File: src/mdlc_regs.vh
// register offsets, fields and timing counts
`ifndef MDLC_REGS_VH
`define MDLC_REGS_VH

// register byte offsets
`define MDLC_CTRL_OFS 8'h00
`define MDLC_SEL_OFS 8'h04
`define MDLC_STAT_OFS 8'h08
`define MDLC_INFO_OFS 8'h0C
`define MDLC_PARAM_OFS 8'h10

// control fields
`define MDLC_CTRL_CFG_BLOCK 0
`define MDLC_CTRL_DIGITS8 1
`define MDLC_CTRL_RADIO_ON 2
`define MDLC_CTRL_OUTLET 3
`define MDLC_CTRL_W 4
`define MDLC_CTRL_RST 4'h0

// display selection code and setup parameter
`define MDLC_SEL_W 12
`define MDLC_SEL_RST 12'h00F
`define MDLC_PARAM_W 8
`define MDLC_PARAM_RST 8'h00

// info code bits
`define MDLC_INFO_INLET 0
`define MDLC_INFO_OUTLET 1
`define MDLC_INFO_FLOW 2
`define MDLC_INFO_REVERSE 3
`define MDLC_INFO_W 4

// loop codes, one-hot
`define MDLC_LOOP_CUST 4'h1
`define MDLC_LOOP_SERV 4'h2
`define MDLC_LOOP_CONF 4'h4
`define MDLC_LOOP_VERI 4'h8

// timing figures in their own units
`define MDLC_CLK_PERIOD_PS 5000
`define MDLC_TICK_PERIOD_PS 1000000000
`define MDLC_OFF_TIMEOUT_MIN 8
`define MDLC_HOLD_SERV_S 5
`define MDLC_HOLD_CONF_S 7
`define MDLC_HOLD_VERI_S 9
`define MDLC_LONG_PRESS_MS 2000
`define MDLC_FLASH_HALF_MS 500

// derived counts, in clock cycles or in millisecond ticks
`define MDLC_TICK_CYCLES (`MDLC_TICK_PERIOD_PS / `MDLC_CLK_PERIOD_PS)
`define MDLC_OFF_TIMEOUT_MS (`MDLC_OFF_TIMEOUT_MIN * 60000)
`define MDLC_HOLD_SERV_MS (`MDLC_HOLD_SERV_S * 1000)
`define MDLC_HOLD_CONF_MS (`MDLC_HOLD_CONF_S * 1000)
`define MDLC_HOLD_VERI_MS (`MDLC_HOLD_VERI_S * 1000)

// reading counts per loop
`define MDLC_SERV_PRIMARY 10
`define MDLC_VERI_READINGS 8

`endif

File: src/mdlc_top.v
// display loop control of a battery heat/cooling meter, with an apb register slave
//
// Overview of operation
// key press wakes a dark display
// display off eight minutes after last press
// holds of 5, 7, 9 s change loops
// 5 s service, 7 s setup, 9 s verification
// transport state opens customer, service, setup loops
// country setting may block setup in transport
// first integration blocks setup unless seal shorted
// blocked setup opens only while contacts shorted
// verification loop needs broken verification seal
// setup loop edits parameters via key
// index shown except in customer loop
// service loop fixed, covers all readings
// selection code picks customer loop readings
// seven or eight digits plus status symbols
// faulty temperature sensor dashes its readings
// reverse flow keeps flow reading valid
// flow failure dashes flow and power
// faults stop counting in affected totals
// faults raise info codes, info symbol flashes
// confirmation symbol after value saved
// heartbeat while meter and display active
// energy totals always shown positive
// delta and power negative when cooling
// service short press next, long toggles secondary
`include "mdlc_regs.vh"

module mdlc_top #(
    parameter TICK_CYCLES = `MDLC_TICK_CYCLES,
    parameter OFF_TIMEOUT_MS = `MDLC_OFF_TIMEOUT_MS,
    parameter HOLD_SERV_MS = `MDLC_HOLD_SERV_MS,
    parameter HOLD_CONF_MS = `MDLC_HOLD_CONF_MS,
    parameter HOLD_VERI_MS = `MDLC_HOLD_VERI_MS
) (
    // clock and reset
    input wire sys_clk,
    input wire rst_b,
    // apb slave
    input wire psel,
    input wire penable,
    input wire pwrite,
    input wire [7:0] paddr,
    input wire [31:0] pwdata,
    output wire pready,
    output reg [31:0] prdata,
    output wire pslverr,
    // front key and seal contacts
    input wire key_in,
    input wire setup_seal_short,
    input wire verify_seal_broken,
    // meter state
    input wire first_integration,
    input wire meter_active,
    input wire cooling_mode,
    input wire inlet_temp_fault,
    input wire outlet_temp_fault,
    input wire flow_fault,
    input wire reverse_flow_fault,
    // display control
    output reg display_on,
    output reg [3:0] loop_sel,
    output reg [5:0] reading_idx,
    output reg [3:0] sub_idx,
    output reg secondary,
    output reg show_index,
    output reg [7:0] edit_value,
    // symbols and signs
    output reg digits8,
    output reg radio_sym,
    output reg outlet_sym,
    output reg info_sym,
    output reg ok_sym,
    output reg heartbeat_seg,
    output reg delta_neg,
    output reg power_neg,
    // dash lines on current values
    output reg dash_inlet,
    output reg dash_outlet,
    output reg dash_delta,
    output reg dash_flow,
    output reg dash_power,
    // accumulation enables
    output reg heat_energy_total_en,
    output reg cooling_energy_total_en,
    output reg inlet_volume_temperature_product_en,
    output reg outlet_volume_temperature_product_en,
    output reg flow_volume_total_en
);

localparam [31:0] LONG_MS = `MDLC_LONG_PRESS_MS;
localparam [31:0] FLASH_MS = `MDLC_FLASH_HALF_MS;

reg [17:0] tick_cnt_reg;
reg tick, key_d_reg, flash_reg, consumed_reg, integ_done_reg, edit_dirty_reg, allowed;
reg [13:0] hold_ms_reg;
reg [18:0] idle_ms_reg;
reg [9:0] flash_ms_reg;
reg [`MDLC_CTRL_W-1:0] ctrl_reg;
reg [`MDLC_SEL_W-1:0] sel_reg;
reg [`MDLC_INFO_W-1:0] info_reg;
reg [`MDLC_PARAM_W-1:0] param_reg;
reg [3:0] target, loop_next;
wire press, release_ev, conf_open, wr_en, rd_setup;
wire [`MDLC_INFO_W-1:0] info_set;

// next enabled customer reading after the current one, wrapping
function [3:0] mdlc_next_sel;
    input [`MDLC_SEL_W-1:0] code;
    input [3:0] cur;
    integer i;
    integer j;
    reg done;
    begin
        mdlc_next_sel = cur;
        done = 1'b0;
        for (i = 1; i <= `MDLC_SEL_W; i = i + 1) begin
            j = cur + i;
            if (j >= `MDLC_SEL_W)
                j = j - `MDLC_SEL_W;
            if (!done && code[j]) begin
                mdlc_next_sel = j[3:0];
                done = 1'b1;
            end
        end
    end
endfunction

// fixed count of secondary readings behind each service primary reading
function [3:0] mdlc_sub_count;
    input [5:0] prim;
    begin
        case (prim)
            6'h00, 6'h01, 6'h02: mdlc_sub_count = 4'h5;
            6'h03: mdlc_sub_count = 4'h1;
            6'h04, 6'h05, 6'h06: mdlc_sub_count = 4'h2;
            6'h07, 6'h08: mdlc_sub_count = 4'h8;
            default: mdlc_sub_count = 4'h0;
        endcase
    end
endfunction

// key edges; inputs are synchronous to sys_clk
assign press = key_in & ~key_d_reg;
assign release_ev = ~key_in & key_d_reg;

// setup loop gating
assign conf_open = (~integ_done_reg & ~ctrl_reg[`MDLC_CTRL_CFG_BLOCK])
    | setup_seal_short;

// apb strobes, zero wait
assign wr_en = psel & penable & pwrite;
assign rd_setup = psel & ~penable & ~pwrite;
assign pready = 1'b1;
assign pslverr = psel & penable & (paddr != `MDLC_CTRL_OFS) & (paddr != `MDLC_SEL_OFS)
    & (paddr != `MDLC_STAT_OFS) & (paddr != `MDLC_INFO_OFS) & (paddr != `MDLC_PARAM_OFS);

// every fault, reverse flow included, raises an info code
assign info_set = {reverse_flow_fault, flow_fault, outlet_temp_fault, inlet_temp_fault};

// millisecond tick divider
always @(posedge sys_clk or negedge rst_b) begin
    if (!rst_b) begin
        tick_cnt_reg <= 18'h00000;
        tick <= 1'b0;
    end else if (tick_cnt_reg == TICK_CYCLES - 1) begin
        tick_cnt_reg <= 18'h00000;
        tick <= 1'b1;
    end else begin
        tick_cnt_reg <= tick_cnt_reg + 18'h00001;
        tick <= 1'b0;
    end
end

// flash phase for blinking symbols
always @(posedge sys_clk or negedge rst_b) begin
    if (!rst_b) begin
        flash_ms_reg <= 10'h000;
        flash_reg <= 1'b0;
    end else if (tick) begin
        if (flash_ms_reg == FLASH_MS[9:0] - 10'h001) begin
            flash_ms_reg <= 10'h000;
            flash_reg <= ~flash_reg;
        end else begin
            flash_ms_reg <= flash_ms_reg + 10'h001;
        end
    end
end

// software registers; hardware sets of info bits win over clears
always @(posedge sys_clk or negedge rst_b) begin
    if (!rst_b) begin
        ctrl_reg <= `MDLC_CTRL_RST;
        sel_reg <= `MDLC_SEL_RST;
        info_reg <= {`MDLC_INFO_W{1'b0}};
        integ_done_reg <= 1'b0;
    end else begin
        if (wr_en && paddr == `MDLC_CTRL_OFS)
            ctrl_reg <= pwdata[`MDLC_CTRL_W-1:0];
        if (wr_en && paddr == `MDLC_SEL_OFS)
            sel_reg <= pwdata[`MDLC_SEL_W-1:0];
        if (wr_en && paddr == `MDLC_INFO_OFS)
            info_reg <= (info_reg & ~pwdata[`MDLC_INFO_W-1:0]) | info_set;
        else
            info_reg <= info_reg | info_set;
        if (first_integration)
            integ_done_reg <= 1'b1;
    end
end

// read data, loaded in setup cycle
always @(posedge sys_clk or negedge rst_b) begin
    if (!rst_b) begin
        prdata <= 32'h00000000;
    end else if (rd_setup) begin
        case (paddr)
            `MDLC_CTRL_OFS: prdata <= {28'h0000000, ctrl_reg};
            `MDLC_SEL_OFS: prdata <= {20'h00000, sel_reg};
            `MDLC_STAT_OFS: prdata <= {8'h00, integ_done_reg, conf_open, secondary, sub_idx,
                loop_sel, reading_idx, edit_value[5:0], display_on};
            `MDLC_INFO_OFS: prdata <= {28'h0000000, info_reg};
            `MDLC_PARAM_OFS: prdata <= {24'h000000, param_reg};
            default: prdata <= 32'h00000000;
        endcase
    end
end

// loop chosen by the length of a hold, and whether entry is granted
always @* begin
    if (hold_ms_reg >= HOLD_VERI_MS)
        target = `MDLC_LOOP_VERI;
    else if (hold_ms_reg >= HOLD_CONF_MS)
        target = `MDLC_LOOP_CONF;
    else
        target = `MDLC_LOOP_SERV;
    case (target)
        `MDLC_LOOP_VERI: allowed = verify_seal_broken;
        `MDLC_LOOP_CONF: allowed = conf_open;
        `MDLC_LOOP_SERV: allowed = 1'b1;
        default: allowed = 1'b0;
    endcase
    // refused or repeated selection falls back to the customer loop
    if (!allowed || target == loop_sel)
        loop_next = `MDLC_LOOP_CUST;
    else
        loop_next = target;
end

// key timing, display power and loop navigation
always @(posedge sys_clk or negedge rst_b) begin
    if (!rst_b) begin
        key_d_reg <= 1'b0;
        hold_ms_reg <= 14'h0000;
        idle_ms_reg <= 19'h00000;
        consumed_reg <= 1'b0;
        display_on <= 1'b0;
        loop_sel <= `MDLC_LOOP_CUST;
        reading_idx <= 6'h00;
        sub_idx <= 4'h0;
        secondary <= 1'b0;
        edit_value <= `MDLC_PARAM_RST;
        edit_dirty_reg <= 1'b0;
        param_reg <= `MDLC_PARAM_RST;
        ok_sym <= 1'b0;
    end else begin
        key_d_reg <= key_in;
        if (wr_en && paddr == `MDLC_PARAM_OFS)
            param_reg <= pwdata[`MDLC_PARAM_W-1:0];
        // hold length in ms, saturating
        if (press)
            hold_ms_reg <= 14'h0000;
        else if (tick && key_in && hold_ms_reg != 14'h3FFF)
            hold_ms_reg <= hold_ms_reg + 14'h0001;
        // idle time since last press
        if (press)
            idle_ms_reg <= 19'h00000;
        else if (tick && display_on)
            idle_ms_reg <= idle_ms_reg + 19'h00001;
        if (press) begin
            ok_sym <= 1'b0;
            if (!display_on) begin
                display_on <= 1'b1;
                consumed_reg <= 1'b1;
                loop_sel <= `MDLC_LOOP_CUST;
                reading_idx <= 6'h00;
                sub_idx <= 4'h0;
                secondary <= 1'b0;
            end
        end else if (display_on && tick && idle_ms_reg == OFF_TIMEOUT_MS - 1) begin
            display_on <= 1'b0;
            ok_sym <= 1'b0;
        end else if (release_ev && consumed_reg) begin
            consumed_reg <= 1'b0;
        end else if (release_ev && display_on) begin
            if (hold_ms_reg >= HOLD_SERV_MS) begin
                loop_sel <= loop_next;
                reading_idx <= 6'h00;
                sub_idx <= 4'h0;
                secondary <= 1'b0;
                edit_value <= param_reg;
                edit_dirty_reg <= 1'b0;
            end else if (hold_ms_reg >= LONG_MS[13:0]) begin
                case (loop_sel)
                    `MDLC_LOOP_SERV: begin
                        if (secondary) begin
                            secondary <= 1'b0;
                            sub_idx <= 4'h0;
                        end else if (mdlc_sub_count(reading_idx) != 4'h0) begin
                            secondary <= 1'b1;
                            sub_idx <= 4'h1;
                        end
                    end
                    `MDLC_LOOP_CONF: begin
                        if (edit_dirty_reg) begin
                            param_reg <= edit_value;
                            edit_dirty_reg <= 1'b0;
                            ok_sym <= 1'b1;
                        end
                    end
                    default: ;
                endcase
            end else begin
                case (loop_sel)
                    `MDLC_LOOP_CUST:
                        reading_idx <= {2'b00, mdlc_next_sel(sel_reg, reading_idx[3:0])};
                    `MDLC_LOOP_SERV: begin
                        if (secondary) begin
                            if (sub_idx == mdlc_sub_count(reading_idx))
                                sub_idx <= 4'h1;
                            else
                                sub_idx <= sub_idx + 4'h1;
                        end else if (reading_idx == `MDLC_SERV_PRIMARY - 1) begin
                            reading_idx <= 6'h00;
                        end else begin
                            reading_idx <= reading_idx + 6'h01;
                        end
                    end
                    `MDLC_LOOP_CONF: begin
                        edit_value <= edit_value + 8'h01;
                        edit_dirty_reg <= 1'b1;
                    end
                    `MDLC_LOOP_VERI: begin
                        if (reading_idx == `MDLC_VERI_READINGS - 1)
                            reading_idx <= 6'h00;
                        else
                            reading_idx <= reading_idx + 6'h01;
                    end
                    default: loop_sel <= `MDLC_LOOP_CUST;
                endcase
            end
        end
    end
end

// symbols, signs, dash lines and accumulation enables
always @(posedge sys_clk or negedge rst_b) begin
    if (!rst_b) begin
        show_index <= 1'b0;
        digits8 <= 1'b0;
        radio_sym <= 1'b0;
        outlet_sym <= 1'b0;
        info_sym <= 1'b0;
        heartbeat_seg <= 1'b0;
        delta_neg <= 1'b0;
        power_neg <= 1'b0;
        dash_inlet <= 1'b0;
        dash_outlet <= 1'b0;
        dash_delta <= 1'b0;
        dash_flow <= 1'b0;
        dash_power <= 1'b0;
        heat_energy_total_en <= 1'b0;
        cooling_energy_total_en <= 1'b0;
        inlet_volume_temperature_product_en <= 1'b0;
        outlet_volume_temperature_product_en <= 1'b0;
        flow_volume_total_en <= 1'b0;
    end else begin
        show_index <= display_on && loop_sel != `MDLC_LOOP_CUST;
        digits8 <= ctrl_reg[`MDLC_CTRL_DIGITS8];
        radio_sym <= display_on & ctrl_reg[`MDLC_CTRL_RADIO_ON];
        outlet_sym <= display_on & ctrl_reg[`MDLC_CTRL_OUTLET];
        info_sym <= display_on & (|info_reg) & flash_reg;
        heartbeat_seg <= display_on & meter_active;
        // only delta and power carry a sign
        delta_neg <= cooling_mode;
        power_neg <= cooling_mode;
        dash_inlet <= inlet_temp_fault;
        dash_outlet <= outlet_temp_fault;
        dash_delta <= inlet_temp_fault | outlet_temp_fault;
        dash_flow <= flow_fault;
        dash_power <= inlet_temp_fault | outlet_temp_fault | flow_fault;
        heat_energy_total_en <= ~(inlet_temp_fault | outlet_temp_fault | flow_fault);
        cooling_energy_total_en <= ~(inlet_temp_fault | outlet_temp_fault | flow_fault);
        inlet_volume_temperature_product_en <= ~(inlet_temp_fault | flow_fault);
        outlet_volume_temperature_product_en <= ~(outlet_temp_fault | flow_fault);
        flow_volume_total_en <= ~flow_fault;
    end
end

endmodule // mdlc_top

File: config.mk
export PLATFORM = sky130hd
export DESIGN_NAME = mdlc_top
export DESIGN_NICKNAME = d
export VERILOG_FILES = /design/src/mdlc_top.v
export VERILOG_INCLUDE_DIRS = /design/src
export SDC_FILE = /design/constraint.sdc
export NUM_CORES = 1
export LEC_CHECK = 0
export BUFFER_PORTS_ARGS = -buffer_cell sky130_fd_sc_hd__buf_2
export CAP_MARGIN = 0
export CORE_MARGIN = 2
export CORE_UTILIZATION = 64
export CTS_CLUSTER_SIZE = 14
export DETAILED_ROUTE_END_ITERATION = 6
export GPL_TIMING_DRIVEN = 0
export MAX_ROUTING_LAYER = met4
export PLACE_DENSITY_LB_ADDON = 0.3
export REMOVE_ABC_BUFFERS = 1
export SKIP_LAST_GASP = 1
export SLEW_MARGIN = 20
export SYNTH_ARGS = -nofsm -noshare
export SYNTH_HDL_FRONTEND = slang
export SYNTH_SLANG_ARGS = --single-unit
File: constraint.sdc
create_clock -name sys_clk -period 8.79 [get_ports sys_clk]
set_clock_uncertainty 0.15 [all_clocks]
set_input_delay 1.758 -clock sys_clk [delete_from_list [all_inputs] [get_ports sys_clk]]
set_output_delay 1.758 -clock sys_clk [all_outputs]
set_load 0.02 [all_outputs]
**After elaboration in Yosys (flattened, before gate mapping)**

Memory sizes are Yosys's and may differ from the RTL's.
Cells that the tools add are included.

- Bits in registers: 168
- Memory bits (read-only): 128
- Logic and storage cells: 575
- Memories: 2

Memory list:

| memory | words | bits a word | read ports | clocked after memory_dff | wr ports | RTL line | RTL |
|---|---|---|---|---|---|---|---|
| (name not given) | 16 | 4 | 1 | 0 | 0 | mdlc_top.v:134 | `case (prim)` |
| (name not given) | 16 | 4 | 1 | 0 | 0 | mdlc_top.v:134 |  |

- Add/sub/neg operators: 31
- Order comparisons: 28
- Equal/unequal tests: 34
- Muxes and demuxes: 335
- Bitwise logic cells: 40
- Reductions and logical operators: 66

Operators with widths:

| kind | count |
|---|---|
| $mux W32 | 96 |
| $lt A32 B6 Y1 const B | 12 |
| $mux W4 | 54 |
| $mux W1 | 141 |
| $pmux W24 S5 | 1 |
| $mux W8 | 12 |
| $sub A5 B4 Y6 const B | 12 |
| $ge A5 B4 Y1 const B | 12 |
| $mux W6 | 10 |
| $bmux W1 S4 | 12 |
| $mux W19 | 2 |
| $ge A14 B13 Y1 const B | 2 |
| $mux W14 | 2 |
| $add A4 B4 Y5 const B | 5 |
| $reduce_and A6 Y1 | 4 |
| $logic_and A1 B1 Y1 | 22 |
| $add A4 B3 Y5 const B | 4 |
| $add A19 B1 Y19 const B | 1 |
| $eq A19 B19 Y1 const B | 1 |
| $add A18 B1 Y18 const B | 1 |
| $eq A18 B18 Y1 const B | 1 |
| $mux W18 | 1 |
| $pmux W6 S3 | 1 |
| $reduce_bool A3 Y1 | 6 |
| 53 further kinds | 119 |

**Longest topological paths before layout**

Gate-level depths: netlist (run 1).

- Depth after elaboration: 131
- Mapped depth: 19

**Least setup slack after synthesis (run 1)**

OpenSTA, ideal clock, no wires.

- Kind: in2out
- From: input port paddr[0]
- To: output port pslverr
- Arrival: 2.955 ns
- Data required time: 6.882 ns
- Slack: 3.927 ns
- Stages: 4
- Path buffers: 1
- Cells stage by stage: or4_1 -> nor3_1 -> clkbuf_1 -> nor3_1

- Word-level cells in the longest chain between the ends: 6
- Elaborated cells on any way between the ends: 10

RTL lines:

| item | RTL line | RTL |
|---|---|---|
| start: declaration | mdlc_top.v:44 | `input wire [7:0] paddr,` |
| $reduce_bool A8 Y1 (no source line) | - |  |
| $and A1 B1 Y1 (4 in a row) | mdlc_top.v:156 | `` assign pslverr = psel & penable & (paddr != `MDLC_CTRL_OFS) & (paddr != `MDLC_SEL_OFS) `` |
| $and A1 B1 Y1 * | mdlc_top.v:156 |  |
| end: declaration | mdlc_top.v:48 | `output wire pslverr,` |

Every way passes the cells marked *; elsewhere a longest branch is shown, timed or not.

**Worst setup path after layout (run 1)**

- From: register reading_idx[1]
- To: register reading_idx[2]

- Word-level cells in the longest chain between the ends: 131
- Elaborated cells on any way between the ends: 305

RTL lines:

| item | RTL line | RTL |
|---|---|---|
| start: declaration | mdlc_top.v:64 | `output reg [5:0] reading_idx,` |
| start signal: assignment | mdlc_top.v:326 | `reading_idx <= {2'b00, mdlc_next_sel(sel_reg, reading_idx[3:0])};` |
| start signal: assignment | mdlc_top.v:336 | `reading_idx <= reading_idx + 6'h01;` |
| start signal: assignment | mdlc_top.v:347 | `reading_idx <= reading_idx + 6'h01;` |
| $add A4 B1 Y5 | mdlc_top.v:119 | `j = cur + i;` |
| $sub A5 B4 Y6 (no source line) / $ge A5 B4 Y1 (equally long branches) | - |  |
| $mux W32 | mdlc_top.v:120 | `` if (j >= `MDLC_SEL_W) `` |
| $mux W32 | mdlc_top.v:324 | `case (loop_sel)` |
| $mux W32 | mdlc_top.v:303 | `end else if (hold_ms_reg >= LONG_MS[13:0]) begin` |
| $mux W32 | mdlc_top.v:296 | `if (hold_ms_reg >= HOLD_SERV_MS) begin` |
| $mux W32 | mdlc_top.v:295 | `end else if (release_ev && display_on) begin` |
| $mux W32 | mdlc_top.v:293 | `end else if (release_ev && consumed_reg) begin` |
| [... 115 more ...] | - |  |
| $mux W4 | mdlc_top.v:122 | `if (!done && code[j]) begin` |
| $pmux W6 S3 | mdlc_top.v:324 |  |
| $mux W6 | mdlc_top.v:303 |  |
| $mux W6 | mdlc_top.v:296 |  |
| $mux W6 | mdlc_top.v:295 |  |
| $mux W6 | mdlc_top.v:293 |  |
| $mux W6 | mdlc_top.v:290 | `end else if (display_on && tick && idle_ms_reg == OFF_TIMEOUT_MS - 1) begin` |
| $mux W6 | mdlc_top.v:280 | `if (press) begin` |

Parallel ways exist; a longest one is shown, timed or not. The select of a mux whose other input is x is not followed.
A chain may end at the register's enable or synchronous reset.

==> results of run 1 <==
## worst max-delay path: stages (launching register included)
cell and delay (ns):
dfrtp_1 1.07, inv_1 0.41, ha_1 1.00, mux2_2 0.45, mux2_2 0.30, a22oi_1 0.28, o211ai_2 0.30, nor4_2 0.60
nor2b_4 0.32, a41o_1 0.35, nor3b_1 0.09, a221o_1 0.29
## cell usage after synthesis (4+ instances only)
library cell  instances  area, sq um
dfrtp_1             155         3879
nand2_1             126        473.0
nor2_1              119        446.7
o21ai_0              66        330.3
nand3_1              58        290.3
a21oi_1              54        270.3
clkbuf_1             37        138.9
xor2_1               36        315.3
ha_1                 34        425.4
mux2_2               28        315.3
xnor2_1              28        245.2
inv_1                27        101.4
nor3_1               24        120.1
mux2i_1              21        210.2
and3_1               20        125.1
nand2b_1             18        112.6
buf_4                16        120.1
mux4_2               14        315.3
nand4_1              13        81.33
a211oi_1             12        90.09
nor2b_1              12        75.07
nor4_1               12        75.07
or3_1                12        75.07
o22ai_1              10        62.56
a21o_1                8        60.06
and2_1                8        50.05
nor3b_1               8        60.06
a22oi_1               7        52.55
o31ai_1               7        52.55
a222oi_1              6        60.06
or2_2                 6        37.54
a211o_1               5        43.79
buf_6                 5        56.30
dfstp_2               5        131.4
o31a_1                5        43.79
a31oi_1               4        25.02
buf_1                 4        15.01
buf_2                 4        20.02
nand4b_1              4        35.03
## per-layer routing
metal / up-vias / GRT usage, %
met1: 4434 / 43.47
met4: 0 / 11.41
met5: - / -
met3: 60 / 5.093
met2: 462 / 51.78
li1: 4243 / -
## power by group through the flow
stage	registers, mW	logic, mW	clock network, mW
after CTS	0.818	1.59	0.772
after global routing	0.824	1.78	0.802
after floorplan	0.849	1.19	0
final	0.819	1.64	0.770
after global placement	0.857	1.52	0
after detailed placement	0.831	1.59	0
## stage by stage
| stage | util (%) | area (sq um) | worst slack [ns] | power, mW |
|---|---|---|---|---|
| detailed placement | 69.29 | 10970 | 3.280 | 2.417 |
| global placement | 68.36 | 10820 | 2.958 | 2.375 |
| global route | 73.15 | 11580 | 2.755 | 3.410 |
| finish | 73.15 | 11580 | 3.066 | 3.227 |
| floorplan | - | 10040 | 3.686 | 2.042 |
| CTS | 73.11 | 11570 | 3.189 | 3.185 |
## cell usage in the layout (no fill, tap or decap), types with 20 or more instances in the layout
cell type  Yosys  layout
xnor2_1       28      28
mux2i_1       21      21
inv_1         27      27
mux2_2        28      28
xor2_1        36      36
o21ai_0       66      66
nand3_1       58      58
ha_1          34      34
dfrtp_1      155     154
and3_1        20      20
a21oi_1       54      53
nor2_1       119     119
nor3_1        24      23
nand2_1      126     126
buf_2          4     101
## worst min path at each step
stage	startpoint	to	slack (ns)	cells past startpoint
2_1_floorplan	ctrl_reg[1]	digits8	0.21	0
3_3_place_gp	ctrl_reg[1]	digits8	0.27	0
3_5_place_dp	ctrl_reg[1]	digits8	0.28	0
4_1_cts	ctrl_reg[1]	digits8	0.29	0
5_1_grt	ctrl_reg[1]	digits8	0.29	0
6_report	ctrl_reg[1]	digits8	0.30	0
## cells by family after synthesis
logic type               count (synthesis)  synth area share, %
other                                    2              0.07247
multiplexers                            64                8.223
flip-flops                             160                38.70
XOR/XNOR                                64                5.409
AND/OR/NAND/NOR                        464                22.17
adder cells (fa/ha/maj)                 34                4.105
buffers and inverters                   96                4.467
AO/OA/AOI/OAI                          252                16.86
## cell type report
type	instances	area [sq um]	area share [%]
clock inverters	12	158.9	1.372
well taps	216	270.3	2.334
repair buffers	108	625.6	5.403
inverters	30	112.6	0.9726
multi-input cells	887	5953	51.42
clock buffers	20	446.7	3.858
flip-flops and latches	160	4011	34.64
==> run_results.csv, run 1 <==
group,metric,value,unit
run_status,outcome,"finished with violations",
run_status,violations,"design-rule violations",
route,drtIter0Drc,963,
logic_synthesis,ys.flop_type,"dfrtp_1",
setup_path,criticalPathCategory,"register to register",
clocking,cts_hold_buf,0,
setup_path,r2r-start,"reading_idx[1]",
sta,setup-tns-final,0,ns
grt,grt_max_degree,89,
grt,grt_usage,32.74,%
grt,grt-ovfl-total,0,
route,vias_per_cell,6.419,
sta,slew_viol_final,0,
clocking,htree_num_levels,4,
die,rows,46,
route,vias,9199,
sta,hold_viol,0,
clocking,cts_tree,"done",
setup_path,start_kind,"register",
power,powerDensity,278.7,nW/um^2
logic_synthesis,ys_ff_latch,160,
clocking,cts_max_path_buffers,2,
finish,area_delta_synth_final,11.74,%
power,p_switching,1.379,mW
sta,relSlewSlack,26.33,%
logic_synthesis,synth_warnings,0,
power,clkPwrFrac,23.8,%
sta,fin_crit,5.724,ns
logic_synthesis,syn_area,10360,sq um
route,drc,1,
sta,final.period_utilization,65.12,%
clocking,postCtsResizedCells,0,
place,place_congestion,1.005,
clocking,clk-insertion-delay-late,0.43,ns
setup_path,r2r_cells,11,
route,drtAntennaViolNets,0,
place,dpl.hpwl,18920,um
die,dieWidth,131.2,um
sta,worst_pin_slew,1.105,ns
clocking,root_buffer,"clkbuf_16",
route,wl_per_cell,18.76,um
sta,max_freq,0.1747,GHz
place,dp_cells,1401,
logic_synthesis,async_reset_ff_share,100.0,%
die,initial_core_util,65.47,%
run,maxCapViolCount,0,
route,dr_wl_met3,2141,um
setup_path,r2r_slack,3.07,ns
setup_path,required,8.95,ns
clocking,cts_setup_buffers,0,
sta,setup_violations,0,
place,numPortBuffers,102,
power,p_leak,5.354,nW
die,die_h,131.2,um
finish,layout.nets,1293,
setup_path,worst-endpoint-arrival,5.89,ns
route,wirelength,26890,um
power,switching_share,42.74,%
die,core_region_area,15830,sq um
finish,diodes,0,
finish,final_cells,1433,
finish,nFillCells,1176,
sta,fin_hold_ws,0.2964,ns
min_path,hp-class,"register to register",
setup_path,crit_fanout,23,
logic_synthesis,synth_edf_count,0,
clocking,cts_sinks,160,
clocking,path_clk_slew,0.07,ns
setup_path,r2r_end,"reading_idx[2]",
setup_path,worstSetupEndpoint,"reading_idx[2]",
power,vdd_drop_max,0.1909,mV
route,top_layer_used,"met4",
grt,first_global_vias,8838,
logic_synthesis,avgSynthCellArea,9.122,sq um
power,sequentialPowerShare,25.4,%
setup_path,cp-end-kind,"register",
sta,rsz0062_at_grt,"false",
finish,largest_reg_flops,24,
route,dr.pass1.iters,7,
setup_path,crit_start,"reading_idx[1]",
power,comb_power_share,50.8,%
grt,antenna_found_initial,0,
logic_synthesis,ys_seq_area_share,38.70,%
power,internal_power,1.848,mW
finish,drive_above_1_share,18.57,%
clocking,cts_made_buffers,17,
die,die_area,17230,sq um
route,dr_wl_met2,12810,um
logic_synthesis,synthDistinctLibCells,94,
grt,grt_first_pass_wirelength,44460,um
logic_synthesis,netlist_instances,1136,
die,io_pins,132,
route,met1Wirelength,11260,um
No activity file was read; power rests on OpenSTA's default activity.
==> run 2: changes to the inputs <==
--- a/config.mk
+++ b/config.mk
@@ -9,7 +9,7 @@
 export BUFFER_PORTS_ARGS = -buffer_cell sky130_fd_sc_hd__buf_2
 export CAP_MARGIN = 0
 export CORE_MARGIN = 2
-export CORE_UTILIZATION = 64
+export CORE_UTILIZATION = 53
 export CTS_CLUSTER_SIZE = 14
 export DETAILED_ROUTE_END_ITERATION = 6
 export GPL_TIMING_DRIVEN = 0
==> constraint.sdc (replaced) <==
create_clock -name sys_clk -period 4.9 [get_ports sys_clk]
set_clock_uncertainty 0.15 [all_clocks]
set_input_delay 0.98 -clock sys_clk [delete_from_list [all_inputs] [get_ports sys_clk]]
set_output_delay 0.98 -clock sys_clk [all_outputs]
set_load 0.02 [all_outputs]
==> run_results.csv, run 2 (synthesis results as in run 1) <==
group,metric,value,unit
run_status,outcome,"complete, no violations",
die,die_area,20690,sq um
sta,setup_violations,0,
finish,final_common_cell,"dfrtp_1",
finish,layout.nets,1298,
die,core_region_area,19330,sq um
finish,regArea,4019,sq um
finish,area_delta_synth_final,12.99,%
place,place_ws,-0.6949,ns
grt,grt_first_pass_wirelength,42800,um
finish,largest_reg_flops,24,
power,p_total,5.834,mW
sta,max_freq,0.2115,GHz
sta,hold_viol,0,
sta,worst_pin_slew,1.004,ns
place,place_congestion,0.9592,
clocking,clk-insertion-delay-late,0.43,ns
setup_path,crit_slowest_cell,"dfrtp_4",
finish,diodes,0,
sta,relSlewSlack,32.94,%
setup_path,crit_start,"reading_idx[1]",
clocking,cts_hold_buf,0,
setup_path,crit_chain,"ha_2 > inv_1 > ha_1 > inv_1 > ha_1 > nand2_1 > o21ai_0 > nor3_1 > a2111o_1 > nand4_2 > nand4bb_1 > o31ai_1 > nor4_1 > mux2i_1 > nand3_1",
finish,multi_input_area,5989,sq um
min_path,min_from,"ctrl_reg[1]",
power,powerDensity,498.3,nW/um^2
clocking,htree_num_levels,4,
setup_path,criticalPathCategory,"register to register",
route,wl_per_cell,18.28,um
clocking,path_clk_slew,0.06,ns
setup_path,worst-endpoint-arrival,4.88,ns
sta,slew_viol_final,0,
finish,drive_above_1_share,19.72,%
setup_path,start_kind,"register",
route,drtIter0Drc,849,
min_path,hp-class,"register to register",
sta,final.period_utilization,96.51,%
die,rows,51,
setup_path,r2r-start,"reading_idx[1]",
route,vias_per_cell,6.087,
die,die_h,143.8,um
clocking,cts_max_path_buffers,2,
grt,grt-ovfl-total,0,
setup_path,cp_slowest_stage_delay,0.57,ns
grt,grt_usage,27.15,%
setup_path,crit_fanout,13,
route,drc,0,
finish,fin_util,60.56,%
run,maxCapViolCount,0,
sta,setup-tns-final,0,ns
finish,final_cell_mix,"dfrtp_1, nand2_1, nor2_1, buf_2, o21ai_0",
setup_path,cp-end-kind,"register",
setup_path,required,5.05,ns
place,numPortBuffers,102,
power,vdd_drop_max,0.3770,mV
route,dr.pass1.iters,6,
clocking,root_buffer,"clkbuf_16",
grt,grt_max_degree,88,
clocking,cts_made_buffers,17,
die,io_pins,132,
die,dieWidth,143.8,um
sta,layout_setup_ws,0.1711,ns
finish,nFillCells,1681,
route,vias,9052,
clocking,cts_sinks,160,
finish,fin_area,11710,sq um
place,place_area,11030,sq um
place,dpl.hpwl,19400,um
grt,antenna_found_initial,0,
sta,fin_crit,4.729,ns
power,p_leak,5.358,nW
route,wirelength,27190,um
clocking,cts_tree,"done",
die,initial_core_util,53.59,%
grt,first_global_vias,8073,
sta,rsz0062_at_grt,"true",
route,drtAntennaViolNets,0,
==> run 2: changes by cell type in the layout (fill, tap and decap cells not counted), sizes merged <==
cell	change
clkinvlp	+3
clkbuf	+2
buf	+5
clkinv	-4
bufinv	-1
==> run 2: repair_timing <==
action,CTS,global route
buffers inserted,0,5
pin swaps,0,1
endpoints found under the setup margin,4,4
gates resized for setup,5,9
==> run 2: worst max-delay path: cells and delay by family, from the launching register on <==
kind,cells,cell delay (ns)
multiplexers,1,0.24
buffers and inverters,2,0.27
AO/OA/AOI/OAI,3,0.85
flip-flops,1,0.57
adder cells (fa/ha/maj),3,1.28
AND/OR/NAND/NOR,6,1.24
==> run 2: through the flow <==
| stage | hold slack, ns | std cells |
|---|---|---|
| floorplan | 0.2145 | 1077 |
| global placement | 0.2497 | 1444 |
| detailed placement | 0.2606 | 1450 |
| CTS | 0.2725 | 1482 |
| global route | 0.2964 | 1487 |
| finish | 0.2767 | 1487 |
==> run 2: worst paths after layout <==
| path | end | slack, ns | depth (start not counted) |
|---|---|---|---|
| max | reading_idx[0] | 0.17 | 15 |
| min | digits8 | 0.28 | 0 |
| max reg2reg | reading_idx[0] | 0.17 | 15 |
| min reg2reg | digits8 | 0.28 | 0 |
| max in group asynchronous | sel_reg[3] | 3.39 | 2 |
| min in group asynchronous | power_neg | 0.37 | 1 |
==> run 2: layout make-up <==
cell class                 instances  area share [%]
multi-input combinational        887           51.15
sequential                       160           34.32
timing repair buffer             113           5.664
clock buffer                      22           3.965
tap                              265           2.832
clock inverter                    10           1.069
inverter                          30          0.9938
==> run 2: per-layer routing <==
metal  GRT usage [%]  routed length (um)
met1           36.95               12000
met2           42.66               13040
met3           3.999                1609
met4           7.637                 543
met5               -                   0
==> run 2: report_power, final <==
part	leakage [nW]	internal, mW	switching, mW
combinational	2.96	1.19	1.84
sequential	2.12	1.36	0.107
clock	0.279	0.784	0.545
==> run 3: changes to the inputs <==
--- a/config.mk
+++ b/config.mk
@@ -8,14 +8,15 @@
 export LEC_CHECK = 0
 export BUFFER_PORTS_ARGS = -buffer_cell sky130_fd_sc_hd__buf_2
 export CAP_MARGIN = 0
-export CORE_MARGIN = 2
 export CORE_UTILIZATION = 53
 export CTS_CLUSTER_SIZE = 14
 export DETAILED_ROUTE_END_ITERATION = 6
 export GPL_TIMING_DRIVEN = 0
+export HOLD_SLACK_MARGIN = 0.05
 export MAX_ROUTING_LAYER = met4
 export PLACE_DENSITY_LB_ADDON = 0.3
 export REMOVE_ABC_BUFFERS = 1
+export SETUP_SLACK_MARGIN = 0.1
 export SKIP_LAST_GASP = 1
 export SLEW_MARGIN = 20
 export SYNTH_ARGS = -nofsm -noshare
==> run_results.csv, run 3 (synthesis results as in run 1) <==
group,metric,value,unit
power,vdd_drop_max,0.3335,mV
setup_path,required,5.06,ns
sta,max_freq,0.2158,GHz
setup_path,critPathBufInv,1,
die,initial_core_util,54.67,%
route,dr.pass1.iters,6,
sta,final.period_utilization,94.55,%
route,vias_per_cell,6.084,
route,drc,0,
sta,layout_setup_ws,0.2670,ns
finish,area_delta_synth_final,13.66,%
finish,fin_area,11780,sq um
run,maxCapViolCount,0,
sta,worst_pin_slew,1.041,ns
setup_path,cp-end-kind,"register",
setup_path,worst-endpoint-arrival,4.80,ns
sta,relSlewSlack,30.46,%
setup_path,r2r-start,"reading_idx[2]",
power,p_leak,5.372,nW
sta,setup_violations,0,
sta,fin_hold_ws,0.2596,ns
place,place_congestion,0.9609,
die,dieWidth,141.8,um
place,place_area,11040,sq um
place,place_ws,-0.7512,ns
route,wirelength,27300,um
clocking,clk-insertion-delay-late,0.43,ns
finish,final_cell_mix,"dfrtp_1, nand2_1, nor2_1, buf_2, o21ai_0",
setup_path,critical_path.top_delay_family,"compound AO/OA/AOI/OAI gates",
die,die_area,20110,sq um
grt,first_global_vias,8311,
min_path,min_from,"ctrl_reg[1]",
finish,diodes,0,
grt,grt-ovfl-total,0,
setup_path,crit_slowest_cell,"dfrtp_4",
die,rows,50,
setup_path,start_kind,"register",
sta,hold_viol,0,
place,numPortBuffers,102,
clocking,path_clk_slew,0.07,ns
finish,final_common_cell,"dfrtp_1",
setup_path,crit_start,"reading_idx[2]",
route,wl_per_cell,18.40,um
route,vias,9029,
finish,layout.nets,1300,
setup_path,cp_slowest_stage_delay,0.59,ns
grt,antenna_found_initial,0,
die,io_pins,132,
finish,nFillCells,1603,
sta,rsz0062_at_grt,"false",
route,drtAntennaViolNets,0,
finish,drive_above_1_share,20.59,%
setup_path,crit_fanout,15,
clocking,root_buffer,"clkbuf_16",
power,powerDensity,504.0,nW/um^2
route,drtIter0Drc,776,
min_path,hp-class,"register to register",
sta,slew_viol_final,0,
die,die_h,141.8,um
grt,grt_first_pass_wirelength,44170,um
clocking,cts_max_path_buffers,2,
clocking,cts_tree,"done",
clocking,cts_sinks,160,
run_status,outcome,"complete, no violations",
grt,grt_usage,29.05,%
die,core_region_area,18960,sq um
clocking,htree_num_levels,4,
sta,fin_crit,4.633,ns
grt,grt_max_degree,95,
setup_path,criticalPathCategory,"register to register",
setup_path,crit_chain,"clkinvlp_4 > ha_2 > ha_1 > mux4_2 > o22ai_2 > nor4_2 > a211oi_4 > nand3_4 > or4b_4 > o2bb2ai_1 > a21o_1 > o311ai_2 > a22o_1",
place,dpl.hpwl,19300,um
clocking,cts_made_buffers,17,
finish,largest_reg_flops,24,
==> run 3: cell count changes in the layout (fill, tap and decap cells not counted), moves of 2 or more <==
| cell | previous run | this run |
|---|---|---|
| inv_6 | 2 | 4 |
| clkbuf_1 | 3 | 1 |
| inv_8 | 1 | 3 |
| ha_1 | 31 | 29 |
| buf_4 | 6 | 8 |
==> run 3: area by class of cell <==
cell class | instances | area, sq um | area share (%)
Tap cell | 260 | 325.3 | 2.762
Multi-Input combinational cell | 887 | 6046 | 51.33
Clock buffer | 19 | 442.9 | 3.761
Timing Repair Buffer | 115 | 678.2 | 5.758
Sequential cell | 160 | 4020 | 34.13
Inverter | 30 | 120.1 | 1.020
Clock inverter | 13 | 145.1 | 1.232
==> run 3: worst paths after layout <==
path	to	slack (ns)	depth (start not counted)
min in group asynchronous	power_neg	0.35	1
setup / recovery	reading_idx[3]	0.27	13
hold reg to reg	digits8	0.26	0
hold / removal	digits8	0.26	0
max in group asynchronous	sel_reg[1]	3.39	2
setup reg to reg	reading_idx[3]	0.27	13
==> run 3: timing repair <==
| item | 4_1_cts | 5_1_grt |
|---|---|---|
| hold buffers | 0 | 0 |
| pin swaps | 0 | 1 |
| setup endpoints to repair | 4 | 4 |
| resized for setup | 10 | 14 |
| buffers inserted | 1 | 5 |
==> run 3: routing by layer <==
layer / vias to the layer above / track usage, % / wire length, um / share of wire [%]
met4: 0 / 9.847 / 679 / 2.5
met2: 372 / 43.71 / 12550 / 46
li1: 4251 / - / - / -
met3: 58 / 4.725 / 1980 / 7.3
met5: - / - / 0 / 0
met1: 4348 / 39.95 / 12090 / 44
==> run 3: report_power, final <==
part           leakage (nW)  internal, mW  switching [mW]
Combinational          2.97          1.23            1.89
Clock                 0.287         0.735           0.607
Sequential             2.12          1.36           0.111
==> run 3: stage by stage <==
stage                     utilization [%]  power [mW]  std cells  TNS (ns)
final                               62.13       5.935       1484         0
after CTS                           61.60       5.794       1479         0
after global placement              57.37       4.348       1439    -7.037
after detailed placement            58.24       4.383       1446    -2.753
after floorplan                         -       3.663       1077         0
after global routing                62.13       6.285       1484         0
